`config.mk`:
```
export PLATFORM = sky130hd
export DESIGN_NAME = stub_top
export DESIGN_NICKNAME = d
export VERILOG_FILES = /design/src/stub_pkg.sv /design/src/stub_top.sv /design/src/stub_channel.sv
export SDC_FILE = /design/constraint.sdc
export NUM_CORES = 1
export LEC_CHECK = 0
export BUFFER_PORTS_ARGS = -buffer_cell sky130_fd_sc_hd__buf_4
export CORE_MARGIN = 3
export CORE_UTILIZATION = 40
export CTS_BUF_LIST = sky130_fd_sc_hd__clkbuf_4 sky130_fd_sc_hd__clkbuf_8 sky130_fd_sc_hd__clkbuf_16
export CTS_CLUSTER_SIZE = 14
export DETAILED_ROUTE_END_ITERATION = 16
export SETUP_SLACK_MARGIN = 0.1
export SYNTH_ARGS = -nofsm -noshare
export SYNTH_HDL_FRONTEND = slang
export SYNTH_HIERARCHICAL = 1
export SYNTH_SLANG_ARGS = --single-unit
```
`constraint.sdc`:
```
create_clock -name ref_clk -period 5.2 [get_ports ref_clk]
set_clock_uncertainty 0.2 [all_clocks]
set_input_delay 0.78 -clock ref_clk [delete_from_list [all_inputs] [get_ports ref_clk]]
set_output_delay 0.78 -clock ref_clk [all_outputs]
set_load 0.02 [all_outputs]
```
`src/stub_pkg.sv`:
```
/*
  Shared constants for the two-channel sync trigger and upstream buffer block.
  Assumes one 50 MHz system clock and a synchronous active-low reset.
*/
package stub_pkg;
  localparam int CLK_MHZ = 50;
  localparam int UP_BITS = 64;
  localparam int UP_CNT_W = 7;
  localparam int TMR_W = 16;
  localparam int DLY_W = 16;
  localparam logic [15:0] CMD_RESET_CH1 = 16'h00FF;
  localparam logic [15:0] CMD_RESET_CH2 = 16'hFF00;
  typedef enum logic [2:0] {
    STUB_SRC_SPI_DIRECT = 3'b000,
    STUB_SRC_SPI_BUFFER = 3'b001,
    STUB_SRC_PIN_DIRECT = 3'b010,
    STUB_SRC_PIN_BUFFER = 3'b011,
    STUB_SRC_TIMER = 3'b100
  } stub_src_t;
  localparam stub_src_t SRC_RESET = STUB_SRC_PIN_DIRECT;
  localparam logic [TMR_W-1:0] INTERVAL_RESET = 16'h0000;
  localparam logic [DLY_W-1:0] DELAY_RESET = 16'h0000;
endpackage

```
`src/stub_top.sv`:
```
/*
  Two independent sync trigger generators with upstream buffers, command
  decode of buffer resets and an inter-channel delay for timer mode.
  Assumes control ports are driven by the SPI register logic on ref_clk.
*/
`timescale 1ns/1ns
`default_nettype none
//////////////////////////////////////////////////////////////////////////////
module stub_top
  import stub_pkg::*;
(
  input wire logic ref_clk,
  input wire logic resetn,
  input wire stub_pkg::stub_src_t src_sel_ch1,
  input wire stub_pkg::stub_src_t src_sel_ch2,
  input wire logic src_sel_wr,
  input wire logic [1:0] encoding_method_select,
  input wire logic [stub_pkg::TMR_W-1:0] sync_interval_timer_reg_ch1,
  input wire logic [stub_pkg::TMR_W-1:0] sync_interval_timer_reg_ch2,
  input wire logic [stub_pkg::DLY_W-1:0] interchannel_trigger_delay,
  input wire logic [1:0] spi_sync_cmd,
  input wire logic [1:0] spi_sync_long,
  input wire logic ext_trigger_pin_ch1,
  input wire logic ext_trigger_pin_ch2,
  input wire logic [1:0] upstream_wr,
  input wire logic [63:0] upstream_wdata,
  input wire logic [stub_pkg::UP_CNT_W-1:0] upstream_len,
  input wire logic [1:0] upstream_confirm,
  input wire logic device_command_wr,
  input wire logic [15:0] device_command_reg,
  input wire logic [1:0] upstream_fault_clr,
  output logic [1:0] sync_trigger,
  output logic [1:0] sync_trigger_long,
  output logic [1:0] upstream_in_progress,
  output logic [1:0] upstream_overrun_fault
);
  import stub_pkg::*;

  //////////////////////////////////////////////////////////////////////////////
  // source selection and pin synchronisers
  stub_src_t src1, src2, next_src1, next_src2;
  logic [2:0] pin1_sync, pin2_sync, next_pin1_sync, next_pin2_sync;
  logic pin1, pin2, next_pin1, next_pin2;

  always_comb begin
    next_src1 = src1;
    next_src2 = src2;
    if (src_sel_wr) begin
      next_src1 = src_sel_ch1;
      next_src2 = src_sel_ch2;
    end
    next_pin1_sync = {pin1_sync[1:0], ext_trigger_pin_ch1};
    next_pin2_sync = {pin2_sync[1:0], ext_trigger_pin_ch2};
    // a change counts only once stages two and three agree
    next_pin1 = (pin1_sync[2] == pin1_sync[1]) ? pin1_sync[2] : pin1;
    next_pin2 = (pin2_sync[2] == pin2_sync[1]) ? pin2_sync[2] : pin2;
  end

  always_ff @(posedge ref_clk) begin
    if (!resetn) begin
      src1 <= SRC_RESET;
      src2 <= SRC_RESET;
      pin1_sync <= 3'h0;
      pin2_sync <= 3'h0;
      pin1 <= 1'b0;
      pin2 <= 1'b0;
    end else begin
      src1 <= next_src1;
      src2 <= next_src2;
      pin1_sync <= next_pin1_sync;
      pin2_sync <= next_pin2_sync;
      pin1 <= next_pin1;
      pin2 <= next_pin2;
    end
  end

  //////////////////////////////////////////////////////////////////////////////
  // inter-channel delay: with channel 1 also in timer mode, channel 2 timer may only start after
  // channel 1 has fired once plus the programmed delay; afterwards both run freely
  logic [DLY_W-1:0] dly, next_dly;
  logic ch2_go, next_ch2_go;
  logic ch1_trig;

  always_comb begin
    next_dly = dly;
    next_ch2_go = ch2_go;
    if (src2 != STUB_SRC_TIMER) begin
      next_ch2_go = 1'b0;
      next_dly = interchannel_trigger_delay;
    end else if (!ch2_go) begin
      if (src1 != STUB_SRC_TIMER) begin
        next_ch2_go = 1'b1;
      end else if (ch1_trig || dly != interchannel_trigger_delay) begin
        // counting starts at the channel one strobe; go and the strobe add two stages for every delay
        if (dly == '0) begin
          next_ch2_go = 1'b1;
        end else begin
          next_dly = dly - 1'b1;
        end
      end
    end
  end

  always_ff @(posedge ref_clk) begin
    if (!resetn) begin
      dly <= DELAY_RESET;
      ch2_go <= 1'b0;
    end else begin
      dly <= next_dly;
      ch2_go <= next_ch2_go;
    end
  end

  //////////////////////////////////////////////////////////////////////////////
  // buffer reset commands
  logic [1:0] buf_reset;
  always_comb begin
    buf_reset[0] = device_command_wr && (device_command_reg == CMD_RESET_CH1);
    buf_reset[1] = device_command_wr && (device_command_reg == CMD_RESET_CH2);
  end

  //////////////////////////////////////////////////////////////////////////////
  // two independent channels
  stub_channel #(.BITS(UP_BITS)) u_ch1 (
    .ref_clk(ref_clk),
    .resetn(resetn),
    .src_sel(src1),
    .encoding_method_select(encoding_method_select[0]),
    .interval(sync_interval_timer_reg_ch1),
    .spi_trig(spi_sync_cmd[0]),
    .spi_trig_long(spi_sync_long[0]),
    .pin_level(pin1),
    .delayed_start(1'b1),
    .buf_wr(upstream_wr[0]),
    .buf_wdata(upstream_wdata),
    .buf_len(upstream_len),
    .upstream_confirm(upstream_confirm[0]),
    .buf_reset(buf_reset[0]),
    .fault_clr(upstream_fault_clr[0]),
    .trig(ch1_trig),
    .trig_long(sync_trigger_long[0]),
    .in_progress(upstream_in_progress[0]),
    .fault(upstream_overrun_fault[0])
  );

  stub_channel #(.BITS(UP_BITS)) u_ch2 (
    .ref_clk(ref_clk),
    .resetn(resetn),
    .src_sel(src2),
    .encoding_method_select(encoding_method_select[1]),
    .interval(sync_interval_timer_reg_ch2),
    .spi_trig(spi_sync_cmd[1]),
    .spi_trig_long(spi_sync_long[1]),
    .pin_level(pin2),
    .delayed_start(ch2_go),
    .buf_wr(upstream_wr[1]),
    .buf_wdata(upstream_wdata),
    .buf_len(upstream_len),
    .upstream_confirm(upstream_confirm[1]),
    .buf_reset(buf_reset[1]),
    .fault_clr(upstream_fault_clr[1]),
    .trig(sync_trigger[1]),
    .trig_long(sync_trigger_long[1]),
    .in_progress(upstream_in_progress[1]),
    .fault(upstream_overrun_fault[1])
  );

  assign sync_trigger[0] = ch1_trig;
endmodule
`default_nettype wire

```
`src/stub_channel.sv`:
```
/*
  One channel: upstream shift buffer, trigger source selection, interval
  timer/filter and pulse shaping.
  Assumes the pin input is already synchronised and all other inputs are on ref_clk.
*/
`timescale 1ns/1ns
`default_nettype none
module stub_channel
  import stub_pkg::*;
#(
  parameter int BITS = UP_BITS
) (
  input wire logic ref_clk,
  input wire logic resetn,
  input wire stub_src_t src_sel,
  input wire logic encoding_method_select,
  input wire logic [TMR_W-1:0] interval,
  input wire logic spi_trig,
  input wire logic spi_trig_long,
  input wire logic pin_level,
  input wire logic delayed_start,
  input wire logic buf_wr,
  input wire logic [BITS-1:0] buf_wdata,
  input wire logic [UP_CNT_W-1:0] buf_len,
  input wire logic upstream_confirm,
  input wire logic buf_reset,
  input wire logic fault_clr,
  output logic trig,
  output logic trig_long,
  output logic in_progress,
  output logic fault
);
  logic [BITS-1:0] shreg, next_shreg;
  logic [UP_CNT_W-1:0] left, next_left;
  logic loaded, next_loaded;
  logic busy, next_busy;
  logic flt, next_flt;
  logic [TMR_W-1:0] tmr, next_tmr;
  logic pin_prev, next_pin_prev;
  logic o_trig, next_o_trig, o_long, next_o_long;
  logic raw, buffered, window_open, accept, shift_bit;

  // the bit counter must be able to hold a full buffer length
  if (BITS < 1 || BITS >= (1 << UP_CNT_W)) begin : g_bits_check
    $error("BITS does not fit the bit counter");
  end

  always_comb begin
    buffered = (src_sel == STUB_SRC_SPI_BUFFER) || (src_sel == STUB_SRC_PIN_BUFFER) ||
               (src_sel == STUB_SRC_TIMER);
    window_open = (tmr == '0);
    case (src_sel)
      STUB_SRC_SPI_DIRECT, STUB_SRC_SPI_BUFFER: raw = spi_trig;
      STUB_SRC_PIN_DIRECT, STUB_SRC_PIN_BUFFER: raw = pin_level && !pin_prev;
      STUB_SRC_TIMER: raw = window_open && delayed_start;
      default: raw = 1'b0;
    endcase
    accept = raw && (window_open || src_sel == STUB_SRC_TIMER);
    shift_bit = shreg[0];
    next_shreg = shreg;
    next_left = left;
    next_loaded = loaded;
    next_busy = busy;
    next_flt = flt && !fault_clr;
    next_tmr = (tmr == '0) ? tmr : tmr - 1'b1;
    next_pin_prev = pin_level;
    next_o_trig = 1'b0;
    next_o_long = 1'b0;
    if (accept) begin
      // in timer mode the fire cycle itself counts, so the period equals the interval
      next_tmr = (src_sel == STUB_SRC_TIMER && interval != '0) ? interval - 1'b1 : interval;
      if (!buffered) begin
        next_o_trig = 1'b1;
        next_o_long = (src_sel == STUB_SRC_SPI_DIRECT) && spi_trig_long;
      end else if (busy && loaded) begin
        next_shreg = {1'b0, shreg[BITS-1:1]};
        next_left = left - 1'b1;
        if (encoding_method_select) begin
          next_o_trig = 1'b1;
          next_o_long = shift_bit;
        end else begin
          next_o_trig = shift_bit;
        end
        if (left == 7'd1) begin
          next_busy = 1'b0;
          next_loaded = 1'b0;
        end
      end else if (busy) begin
        next_flt = 1'b1; // trigger while buffer filled but unconfirmed
      end else begin
        next_o_trig = 1'b1;
      end
    end
    if (buf_wr) begin
      if (busy) begin
        next_flt = 1'b1;
      end else if (buf_len != '0) begin
        next_shreg = buf_wdata;
        next_left = buf_len;
        next_busy = 1'b1;
      end
    end
    if (upstream_confirm && busy) begin
      next_loaded = 1'b1;
    end
    if (buf_reset) begin
      next_busy = 1'b0;
      next_loaded = 1'b0;
      next_left = '0;
    end
  end

  always_ff @(posedge ref_clk) begin
    if (!resetn) begin
      shreg <= '0;
      left <= '0;
      loaded <= 1'b0;
      busy <= 1'b0;
      flt <= 1'b0;
      tmr <= '0;
      pin_prev <= 1'b0;
      o_trig <= 1'b0;
      o_long <= 1'b0;
    end else begin
      shreg <= next_shreg;
      left <= next_left;
      loaded <= next_loaded;
      busy <= next_busy;
      flt <= next_flt;
      tmr <= next_tmr;
      pin_prev <= next_pin_prev;
      o_trig <= next_o_trig;
      o_long <= next_o_long;
    end
  end

  assign trig = o_trig;
  assign trig_long = o_long;
  assign in_progress = busy;
  assign fault = flt;
endmodule
`default_nettype wire

```
# [After elaboration in Yosys (flattened, before gate mapping)]
# Cells that the tools add are included.
[classes] add_sub_neg=7 muxes=91 n_reduce_logical=57 bitwise=1 n_eq_ne=22
[op_table] cell="$mux W64" n=12
[op_table] cell="$mux W16" n=11
[op_table] cell="$mux W7" n=12
[op_table] cell="$sub A16 B1 Y16 const B" n=5
[op_table] cell="$mux W1" n=54
[op_table] cell="$logic_not A16 Y1" n=3
[op_table] cell="$reduce_bool A16 Y1" n=2
[op_table] cell="$reduce_bool A2 Y1" n=9
[op_table] cell="$logic_and A1 B1 Y1" n=17
[op_table] cell="$eq A16 B16 Y1 const B" n=1
[op_table] cell="$eq A16 B8 Y1 const B" n=1
[op_table] cell="$ne A16 B16 Y1" n=1
[op_table] cell="$eq A7 B1 Y1 const B" n=2
[op_table] cell="$reduce_or A2 Y1" n=7
[op_table] cell="$sub A7 B1 Y7 const B" n=2
[op_table] cell="$eq A3 B2 Y1 const B" n=4
[op_table] cell="$reduce_and A4 Y1" n=3
[op_table] cell="$ne A2 B2 Y1 const B" n=4
[op_table] cell="$logic_or A1 B1 Y1" n=7
[op_table] cell="$reduce_bool A7 Y1" n=1
[op_table] cell="$eq A3 B1 Y1 const B" n=2
[op_table] cell="$eq A3 B3 Y1 const B" n=2
[op_table] cell="$logic_not A3 Y1" n=2
[op_table] cell="$ne A3 B3 Y1 const B" n=2
[op_table] cell="6 further kinds" n=12
[word_totals] out_inout_bits=8 register_bits=217

# [Logic depth before layout (Yosys ltp)]
# Gate-level depths: netlist of the first run.
[depth] ltp_word=8 mapped_depth=10 depth_no_buf=7

# [Hierarchy]
# Netlist of the first run, hierarchy kept.
[by_module_without_submodules] mod="stub_channel" seq_area_each_um2=1861.8 cells_per_inst=546 area_per_inst_um2=4752.1 n_inst=2
[by_module_without_submodules] mod="stub_top" seq_area_each_um2=620.6 cells_per_inst=198 area_per_inst_um2=1711.6 n_inst=1

# [Least setup slack after synthesis of the first run]
# No wires, ideal clock.
[synth_path] path_kind="in2reg" startpoint="input port device_command_reg[9]" endpoint="register u_ch1.left[1]" arrival_time_ns=2.370 required_time_ns=4.883 stages=6 path_slack_ns=2.513 cell_sequence="or4_1 -> or4_1 -> nor4_1 -> nand2b_1 -> nor2_1 -> a22o_1"
[synth_via] elab_chain_len=3
[synth_rtl] item="start, declared" line_no="stub_top.sv:30" text="input wire logic [15:0] device_command_reg,"
[synth_rtl] item="$eq A16 B8 Y1" line_no="stub_top.sv:118" text="buf_reset[0] = device_command_wr && (device_command_reg == CMD_RESET_CH1);"
[synth_rtl] item="$logic_and A1 B1 Y1" line_no="stub_top.sv:118"
[synth_rtl] item="net buf_reset[0]" line_no="stub_top.sv:116" text="logic [1:0] buf_reset;"
[synth_rtl] item="$reduce_or A2 Y1 (no line)"
[synth_rtl] item="end signal, assigned" line_no="stub_channel.sv:126" text="left <= next_left;"
[synth_rtl] item="end, declared" line_no="stub_channel.sv:34" text="logic [UP_CNT_W-1:0] left, next_left;"
# The timed path passes the listed nets, and every way through them passes these cells.
# A chain may end at the register's enable or synchronous reset.

# [Worst setup path after layout of the first run]
[layout_path] startpoint="register u_ch2.tmr[0]" endpoint="register u_ch2.shreg[27]"
[layout_via] elab_chain_len=8 word_cells_on_any_way=9
[layout_rtl] item="start, declared" line_no="stub_channel.sv:38" text="logic [TMR_W-1:0] tmr, next_tmr;"
[layout_rtl] item="start signal, assigned" line_no="stub_channel.sv:130" text="tmr <= next_tmr;"
[layout_rtl] item="$logic_not A16 Y1 (*)" line_no="stub_channel.sv:51" text="window_open = (tmr == '0);"
[layout_rtl] item="$logic_and A1 B1 Y1" line_no="stub_channel.sv:55" text="STUB_SRC_TIMER: raw = window_open && delayed_start;"
[layout_rtl] item="$pmux W1 S3" line_no="stub_channel.sv:52" text="case (src_sel)"
[layout_rtl] item="$logic_and A1 B1 Y1 (*)" line_no="stub_channel.sv:58" text="accept = raw && (window_open || src_sel == STUB_SRC_TIMER);"
[layout_rtl] item="$mux W64 (*)" line_no="stub_channel.sv:69" text="if (accept) begin"
[layout_rtl] item="$mux W64" line_no="stub_channel.sv:97" text="end else if (buf_len != '0) begin"
[layout_rtl] item="$mux W64" line_no="stub_channel.sv:95" text="if (busy) begin"
[layout_rtl] item="$mux W64 (*)" line_no="stub_channel.sv:94" text="if (buf_wr) begin"
[layout_rtl] item="end signal, assigned" line_no="stub_channel.sv:125" text="shreg <= next_shreg;"
[layout_rtl] item="end, declared" line_no="stub_channel.sv:33" text="logic [BITS-1:0] shreg, next_shreg;"
# Mark *: on every way between the ends. The rest lies on a longest branch, timed or not.

==> flow_summary.yaml, run 1 <==
sta:
  fmax_mhz: 335
  drv_slew: 0
  max_slew.worst_pin.slew_ps: 1140
  finalSetupTns_ps: 0
  setup_ws_ps: 2220
  finalHoldViolations: 0
  setup_viol: 0
  fin_crit_sh: 0.573
  rsz0062_at_grt: "false"
  fin_crit_ps: 2980
  slew-limit-headroom: 0.241
clocking:
  cts-root-buf: "clkbuf_16"
  cts_inserted_buffers: 26
  cts_buffer_depth: 3
  cts_sinks: 217
  htreeDepth: 1
  cts-resized-gates: 0
  cts_hold_buf: 0
  postCtsSetupRepairBufs: 0
  cts_tree: "done"
  clock_latency_ps: 520
  cts.clk_slew.worst_paths_ps: 60
route:
  drt_first_iter_violations: 617
  wl_per_cell_um: 16.0
  route.met2.wl_um: 12600
  drtPass1Iterations: 5
  ant_nets: 0
  routed_wl_um: 28800
  drc: 0
  wl_met3_um: 1560
  detail_route.vias_per_cell: 5.42
  dr.max_layer_used: "met4"
  met1Wirelength_um: 14200
  via_count: 9777
global_routing:
  antenna_found_initial: 0
  grt_pass1_wl_um: 47100
  grt.total_usage: 0.182
  gr-total-overflow: 0
  first_global_vias: 9113
  grt_max_degree: 139
synth:
  ys_seq_area_frac: 0.387
  syn_inst: 1290
  synth_edf_count: 0
  synth_fp_nets: 1462
  syn_avg_cell_area_um2: 8.69
  netlist_area_mm2: 0.0112
  yosys_warnings: 6
  synthTopCellsByArea: "dfxtp_1, mux2i_1, o21ai_0"
  synth_seq_cells: 217
  synth_most_common_cell: "dfxtp_1"
  ys_types: 70
  synth_top_area_frac: 0.387
  async_flop_share: 0
  synth_common_cells: "dfxtp_1, o21ai_0, a21oi_1"
  synth_flop_cell: "dfxtp_1"
  synth_top_area_cell: "dfxtp_1"
die:
  die_x_um: 173
  num_rows: 60
  pin_count: 167
  fp.dieH_um: 173
  die-area_mm2: 0.0301
  core_mm2: 0.0273
  start_util: 0.412
finish:
  antennaDiodeCount: 0
  fin_util: 0.499
  fillers: 2685
  syn_to_final_growth_pct: 21.2
  drive_gt1_frac: 0.170
  nets: 1584
worst_setup_path:
  crit_arrival_ps: 3170
  start_kind: "flip-flop"
  critPathKind: "flip-flop to flip-flop"
  required_ps: 5390
  critPathMaxFanout: 68
  end_kind: "flip-flop"
power_and_ir_drop:
  p_per_area_mw_per_mm2: 380
  peakVddDrop_uv: 200
  p_leak_nw: 5.92
job:
  cap_violations: 0
run_status:
  status: "complete, no violations"
place:
  place.gp.congestion: 0.833
  io_buffers: 166
  place_ws_ps: 1780
  post-dp-hpwl_um: 20500
hold_path:
  hp-class: "input pin to flip-flop"
final timing paths:
check	from	slack, ps	endpoint	cells after the start
max	u_ch2/tmr[0]$_SDFFE_PN0P_	2220	u_ch2/shreg[27]$_SDFF_PN0_	8
min	upstream_fault_clr[1]	230	u_ch2/fault$_SDFF_PN0_	2
max reg2reg	u_ch2/tmr[0]$_SDFFE_PN0P_	2220	u_ch2/shreg[27]$_SDFF_PN0_	8
min reg2reg	pin1_sync[0]$_SDFF_PN0_	250	pin1_sync[1]$_SDFF_PN0_	1
cells by family after synthesis:
kind of cell | synth area share
buffers and inverters | 0.0392
AOI/OAI and AO/OA | 0.209
DFF | 0.387
muxes | 0.121
adders and majority gates | 0.0145
other | 0.000334
xor gates and xnor gates | 0.0484
and+or+nand+nor | 0.180
cell usage in the layout, fill, tap and decap left out, drive strengths merged, types with 4 or more instances in the layout:
cell type | synthesis | routed
o21ai | 171 | 171
clkinv | 1 | 6
o31ai | 4 | 4
inv | 19 | 20
dfxtp | 217 | 217
nor2 | 55 | 55
and4 | 7 | 7
nor3 | 39 | 39
or3 | 13 | 13
xnor2 | 47 | 47
nor4 | 16 | 16
or4b | 5 | 5
xor2 | 15 | 15
nor2b | 6 | 6
a211oi | 16 | 16
nor4b | 9 | 9
nand4 | 20 | 20
buf | 25 | 175
and2 | 13 | 13
nor3b | 4 | 4
a31oi | 11 | 11
or4 | 18 | 18
mux2i | 136 | 136
o311ai | 7 | 7
and3b | 4 | 4
o211ai | 11 | 11
nand4b | 10 | 10
and3 | 6 | 6
a21oi | 149 | 149
ha | 13 | 13
nand3b | 4 | 4
nand2b | 10 | 10
nand3 | 38 | 38
o22ai | 12 | 12
clkbuf | 56 | 37
o31a | 4 | 4
nand2 | 63 | 63
area by class of cell:
cell class | count | area (µm²) | area share
Tap cell | 372 | 465 | 0.0342
Clock inverter | 11 | 153 | 0.0112
Sequential cell | 217 | 4340 | 0.320
Inverter | 20 | 75.1 | 0.00552
Multi-Input combinational cell | 972 | 6450 | 0.474
Timing Repair Buffer | 175 | 1330 | 0.0976
Clock buffer | 37 | 783 | 0.0576
routing by layer:
layer,vias to the layer above,global-route usage
met5,-,0
met4,0,0.0334
met3,29,0.0348
met2,196,0.291
met1,4492,0.260
li1,5060,-
registers in the layout, summed over array words and instances, names as in the netlist, 3 cells and up:
name	flops
u_ch2/left	7
src1	3
src2	3
u_ch1/shreg	64
pin2_sync	3
u_ch2/shreg	64
pin1_sync	3
u_ch2/tmr	16
u_ch1/left	7
dly	16
u_ch1/tmr	16
per-stage QoR:
step | hold WS, ps | cell area (µm²) | power, mW | std cells
3_5_place_dp | 235 | 12700 | 3.27 | 1756
5_1_grt | 216 | 13600 | 5.47 | 1804
2_1_floorplan | 212 | 11200 | 2.92 | 1290
3_3_place_gp | 227 | 12700 | 3.25 | 1756
6_report | 229 | 13600 | 5.16 | 1804
4_1_cts | 200 | 13600 | 5.21 | 1804
worst max-delay path: stages (launching register included):
cell and delay [ps]:
dfxtp_1 440, inv_1 100, ha_1 220, nor4b_2 180
and4_1 290, nand4_1 120, buf_4 800, mux2i_1 290
a21oi_1 90
report_power, final:
group	total (mW)	switching [mW]	internal [mW]	leakage, nW
combinational	1.19	0.651	0.543	3.67
sequential	2.05	0.182	1.87	1.79
clock	1.92	0.722	1.20	0.463
Power figures use the tool's default switching activity.
==> run 2: changes to the inputs <==
ABC_AREA = 1   (was default)
clock period = 2.82 ns   (was 5.2 ns; I/O delays follow)
==> flow_summary.yaml, run 2 <==
sta:
  rsz0062_at_grt: "false"
  slew-limit-headroom: 0.588
  finalHoldViolations: 0
  holdWs_ps: 18.2
  fmax_mhz: 430
  finalSetupTns_ps: 0
  drv_slew: 0
  setup_ws_ps: 492
  setup_viol: 0
  fin_crit_ps: 2330
  max_slew.worst_pin.slew_ps: 613
  fin_crit_sh: 0.826
global_routing:
  grt_max_degree: 128
  antenna_found_initial: 0
  grt_pass1_wl_um: 55000
  gr-total-overflow: 0
  grt.total_usage: 0.193
  first_global_vias: 11325
synth:
  synth_common_cells: "nand2_1, inv_1, dfxtp_1"
  async_flop_share: 0
  synth_most_common_cell: "nand2_1"
  synth_seq_cells: 217
  ys_seq_area_frac: 0.350
  syn_inst: 1912
  synth_top_area_cell: "dfxtp_1"
  synth_top_area_frac: 0.350
  netlist_area_mm2: 0.0124
  syn_avg_cell_area_um2: 6.48
  synthTopCellsByArea: "dfxtp_1, nand2_1, o21ai_0"
  synth_flop_cell: "dfxtp_1"
  synth_edf_count: 0
  yosys_warnings: 6
  ys_types: 46
route:
  wl_per_cell_um: 13.2
  routed_wl_um: 33300
  via_count: 12411
  drtPass1Iterations: 6
  drt_first_iter_violations: 824
  ant_nets: 0
  detail_route.vias_per_cell: 4.94
  drc: 0
finish:
  nets: 2280
  drive_gt1_frac: 0.138
  antennaDiodeCount: 0
  layout_common_cells: "nand2_1, inv_1, dfxtp_1"
  top_regs: "u_ch1/shreg x64, u_ch2/shreg x64"
  syn_to_final_growth_pct: 24.6
  layout_commonest_cell: "nand2_1"
worst_setup_path:
  crit_arrival_ps: 2520
  critPathKind: "flip-flop to flip-flop"
  start_kind: "flip-flop"
  required_ps: 3020
  end_kind: "flip-flop"
  critPathMaxFanout: 127
clocking:
  cts-resized-gates: 0
  htreeDepth: 1
  clock_latency_ps: 520
  cts_buffer_depth: 3
  postCtsSetupRepairBufs: 0
  cts.clk_slew.worst_paths_ps: 60
  cts_sinks: 217
  cts_inserted_buffers: 25
  cts-root-buf: "clkbuf_16"
  cts_tree: "done"
die:
  pin_count: 167
  num_rows: 63
  fp.dieH_um: 182
  die-area_mm2: 0.0331
  die_x_um: 182
  core_mm2: 0.0301
  start_util: 0.412
place:
  io_buffers: 166
  place_ws_ps: 427
  post-dp-hpwl_um: 23900
  place.gp.congestion: 0.893
power_and_ir_drop:
  peakVddDrop_uv: 358
  p_leak_nw: 7.21
  power.total_mw: 9.90
  p_per_area_mw_per_mm2: 641
hold_path:
  hp-class: "input pin to flip-flop"
run_status:
  status: "complete, no violations"
job:
  cap_violations: 0
-- run 2: report_power, final --
part,internal (mW),total (mW),switching [mW],leakage [nW]
clock,1.91,3.19,1.28,0.412
combinational,1.21,2.94,1.73,5.00
sequential,3.46,3.77,0.311,1.79
total,6.58,9.90,3.32,7.21
-- run 2: cells by family (layout without fill, tap and decap cells) --
family | after synthesis | in the layout | share of synthesized area
AOI/OAI and AO/OA | 529 | 529 | 0.221
xor gates and xnor gates | 47 | 47 | 0.0332
adders and majority gates | 13 | 13 | 0.0131
buffers and inverters | 361 | 571 | 0.121
DFF | 217 | 217 | 0.350
other | 1 | 2 | 0.000302
and+or+nand+nor | 744 | 744 | 0.261
-- run 2: final timing paths --
check	from	to	slack [ps]	cells past startpoint
setup reg to reg	u_ch1/tmr[0]$_SDFFE_PN0P_	u_ch1/shreg[37]$_SDFF_PN0_	490	10
hold / removal	upstream_wdata[3]	u_ch1/shreg[3]$_SDFF_PN0_	20	3
hold reg to reg	pin1_sync[0]$_SDFF_PN0_	pin1_sync[1]$_SDFF_PN0_	230	2
setup / recovery	u_ch1/tmr[0]$_SDFFE_PN0P_	u_ch1/shreg[37]$_SDFF_PN0_	490	10
-- run 2: cell type report --
class	instances	area [µm²]
sequential	217	4340
inverter	268	1010
clock buffer	38	792
tap	390	488
fill	3038	14700
clock inverter	4	20.0
multi-input combinational	1335	6570
timing repair buffer	261	2220
-- run 2: timing repair --
item                                    CTS  global route
hold buffers                             76             0
endpoints found under the setup margin    0             0
endpoints found under the hold margin   106             0
-- run 2: metal layers --
metal	up-vias	share of wire	wire, µm	global-route usage
met5	-	0	0	0
met1	5517	0.47	15500	0.259
li1	6582	-	-	-
met2	275	0.46	15500	0.330
met3	37	0.054	1780	0.0277
met4	0	0.015	507	0.0402
-- run 2: per-stage QoR --
step,cell area [µm²],instances,utilization
2_1_floorplan,12400,1913,-
6_report,15400,2513,0.513
5_1_grt,15400,2513,0.513
3_5_place_dp,13900,2395,0.461
4_1_cts,15400,2513,0.513
3_3_place_gp,13900,2395,0.461
-- run 2: critical path, cell delays in order (launching register included) --
cell	delay, ps
dfxtp_1	310
inv_1	130
ha_1	200
nand3_1	150
nor2_4	130
nand4_4	140
nor2_4	190
nand2_4	100
buf_12	210
o21ai_1	220
a21oi_1	80
==> run 3: changes to the inputs <==
clock period = 1.9 ns   (was 2.82 ns; I/O delays follow)
==> flow_summary.yaml, run 3 (synthesis gave the netlist of run 2 again) <==
job:
  cap_violations: 0
place:
  dp.cells: 2504
  place.gp.congestion: 0.881
  placed_area_mm2: 0.0148
  post-dp-hpwl_um: 25400
  io_buffers: 166
worst_setup_path:
  start_kind: "flip-flop"
  crit_arrival_ps: 2240
  required_ps: 2130
  critPathMaxFanout: 10
  critPathKind: "flip-flop to flip-flop"
  cp-startpoint: "u_ch1/tmr[1]$_SDFFE_PN0P_"
  rr_startpoint: "u_ch1/tmr[1]$_SDFFE_PN0P_"
  end_kind: "flip-flop"
sta:
  max_slew.worst_pin.slew_ps: 703
  setup_viol: 118
  fin_crit_sh: 1.06
  slew-limit-headroom: 0.530
  finalHoldViolations: 0
  drv_slew: 0
  setup_ws_ps: -117
  fin_crit_ps: 2020
  holdWs_ps: 18.3
  rsz0062_at_grt: "true"
  fmax_mhz: 496
die:
  pin_count: 167
  die-area_mm2: 0.0331
  start_util: 0.412
  core_mm2: 0.0301
  fp.dieH_um: 182
  num_rows: 63
  die_x_um: 182
power_and_ir_drop:
  power.total_mw: 17.5
  peakVddDrop_uv: 757
  p_per_area_mw_per_mm2: 893
  p_leak_nw: 8.81
run_status:
  violations: "setup timing"
  status: "finished, violations left"
clocking:
  cts_buffer_depth: 3
  cts.clk_slew.worst_paths_ps: 60
  cts_sinks: 217
  cts_tree: "done"
  cts_inserted_buffers: 27
  cts-root-buf: "clkbuf_16"
  htreeDepth: 1
  clock_latency_ps: 550
route:
  drc: 0
  drt_first_iter_violations: 1018
  routed_wl_um: 42100
  ant_nets: 0
  via_count: 13972
  drtPass1Iterations: 7
  wl_per_cell_um: 15.3
  detail_route.vias_per_cell: 5.07
finish:
  layout_commonest_cell: "nand2_1"
  syn_to_final_growth_pct: 58.0
  nets: 2519
  layout_common_cells: "nand2_1, buf_4, inv_1"
  fin_cells: 2758
  fillers: 2565
  top_regs: "u_ch1/shreg x64, u_ch2/shreg x64"
  fin_area_mm2: 0.0196
  drive_gt1_frac: 0.325
global_routing:
  gr-total-overflow: 0
  grt_pass1_wl_um: 61500
  grt_max_degree: 62
  grt.total_usage: 0.218
  first_global_vias: 12698
  antenna_found_initial: 1
hold_path:
  hp-class: "input pin to flip-flop"
  min_from: "sync_interval_timer_reg_ch1[6]"
-- run 3: final cells by class --
cell class	instances	area, µm²	area share
timing repair buffer	490	4750	0.243
tap	390	488	0.0249
clock buffer	40	823	0.0420
clock inverter	8	111	0.00569
sequential	217	4370	0.223
inverter	268	1020	0.0520
multi-input combinational	1343	8020	0.409
antenna	2	5.00	0.000256
-- run 3: worst max-delay path, stage by stage (launching register included) --
cell and delay, ps:
dfxtp_2 320, inv_2 70, ha_4 150, nand3_4 70, nor2_4 100, nand4_4 110
nor2_4 220, nand2_8 100, buf_8 160, clkbuf_16 170, o21ai_4 140, a21oi_2 80
-- run 3: timing repair --
item / 4_1_cts / 5_1_grt
pin swaps: 46 / 93
hold buffers: 136 / 0
resized for setup: 138 / 300
gates cloned: 12 / 25
setup buffers: 18 / 14
setup endpoints to repair: 185 / 200
endpoints found under the hold margin: 194 / 0
-- run 3: power breakdown --
group | switching, mW | internal [mW] | leakage [nW] | total (mW)
sequential | 0.483 | 5.14 | 1.80 | 5.62
clock | 2.07 | 3.27 | 0.473 | 5.34
combinational | 3.49 | 3.03 | 6.54 | 6.52
-- run 3: worst paths after layout --
path	endpoint	cells past startpoint	slack, ps
worst max-delay path	u_ch1/shreg[9]$_SDFF_PN0_	11	-120
worst min-delay path	u_ch1/tmr[6]$_SDFFE_PN0P_	5	20
worst max register to register	u_ch1/shreg[9]$_SDFF_PN0_	11	-120
worst min register to register	pin2_sync[1]$_SDFF_PN0_	2	230
-- run 3: routing by layer --
layer	share of wire	track usage	vias to the layer above	wire length (µm)
met2	0.48	0.367	380	20200
met1	0.45	0.300	6432	18900
met4	0.022	0.0545	0	905
li1	-	-	7102	-
met5	0	0	-	0
met3	0.050	0.0241	58	2080
-- run 3: through the flow --
step                setup WS [ps]   util  TNS [ps]
finish                       -117  0.650     -5050
floorplan                    3.79      -         0
global route                 -186  0.650    -20710
CTS                         -41.6  0.595     -1280
detailed placement          -69.9  0.492     -1310
global placement            -82.1  0.492      -574
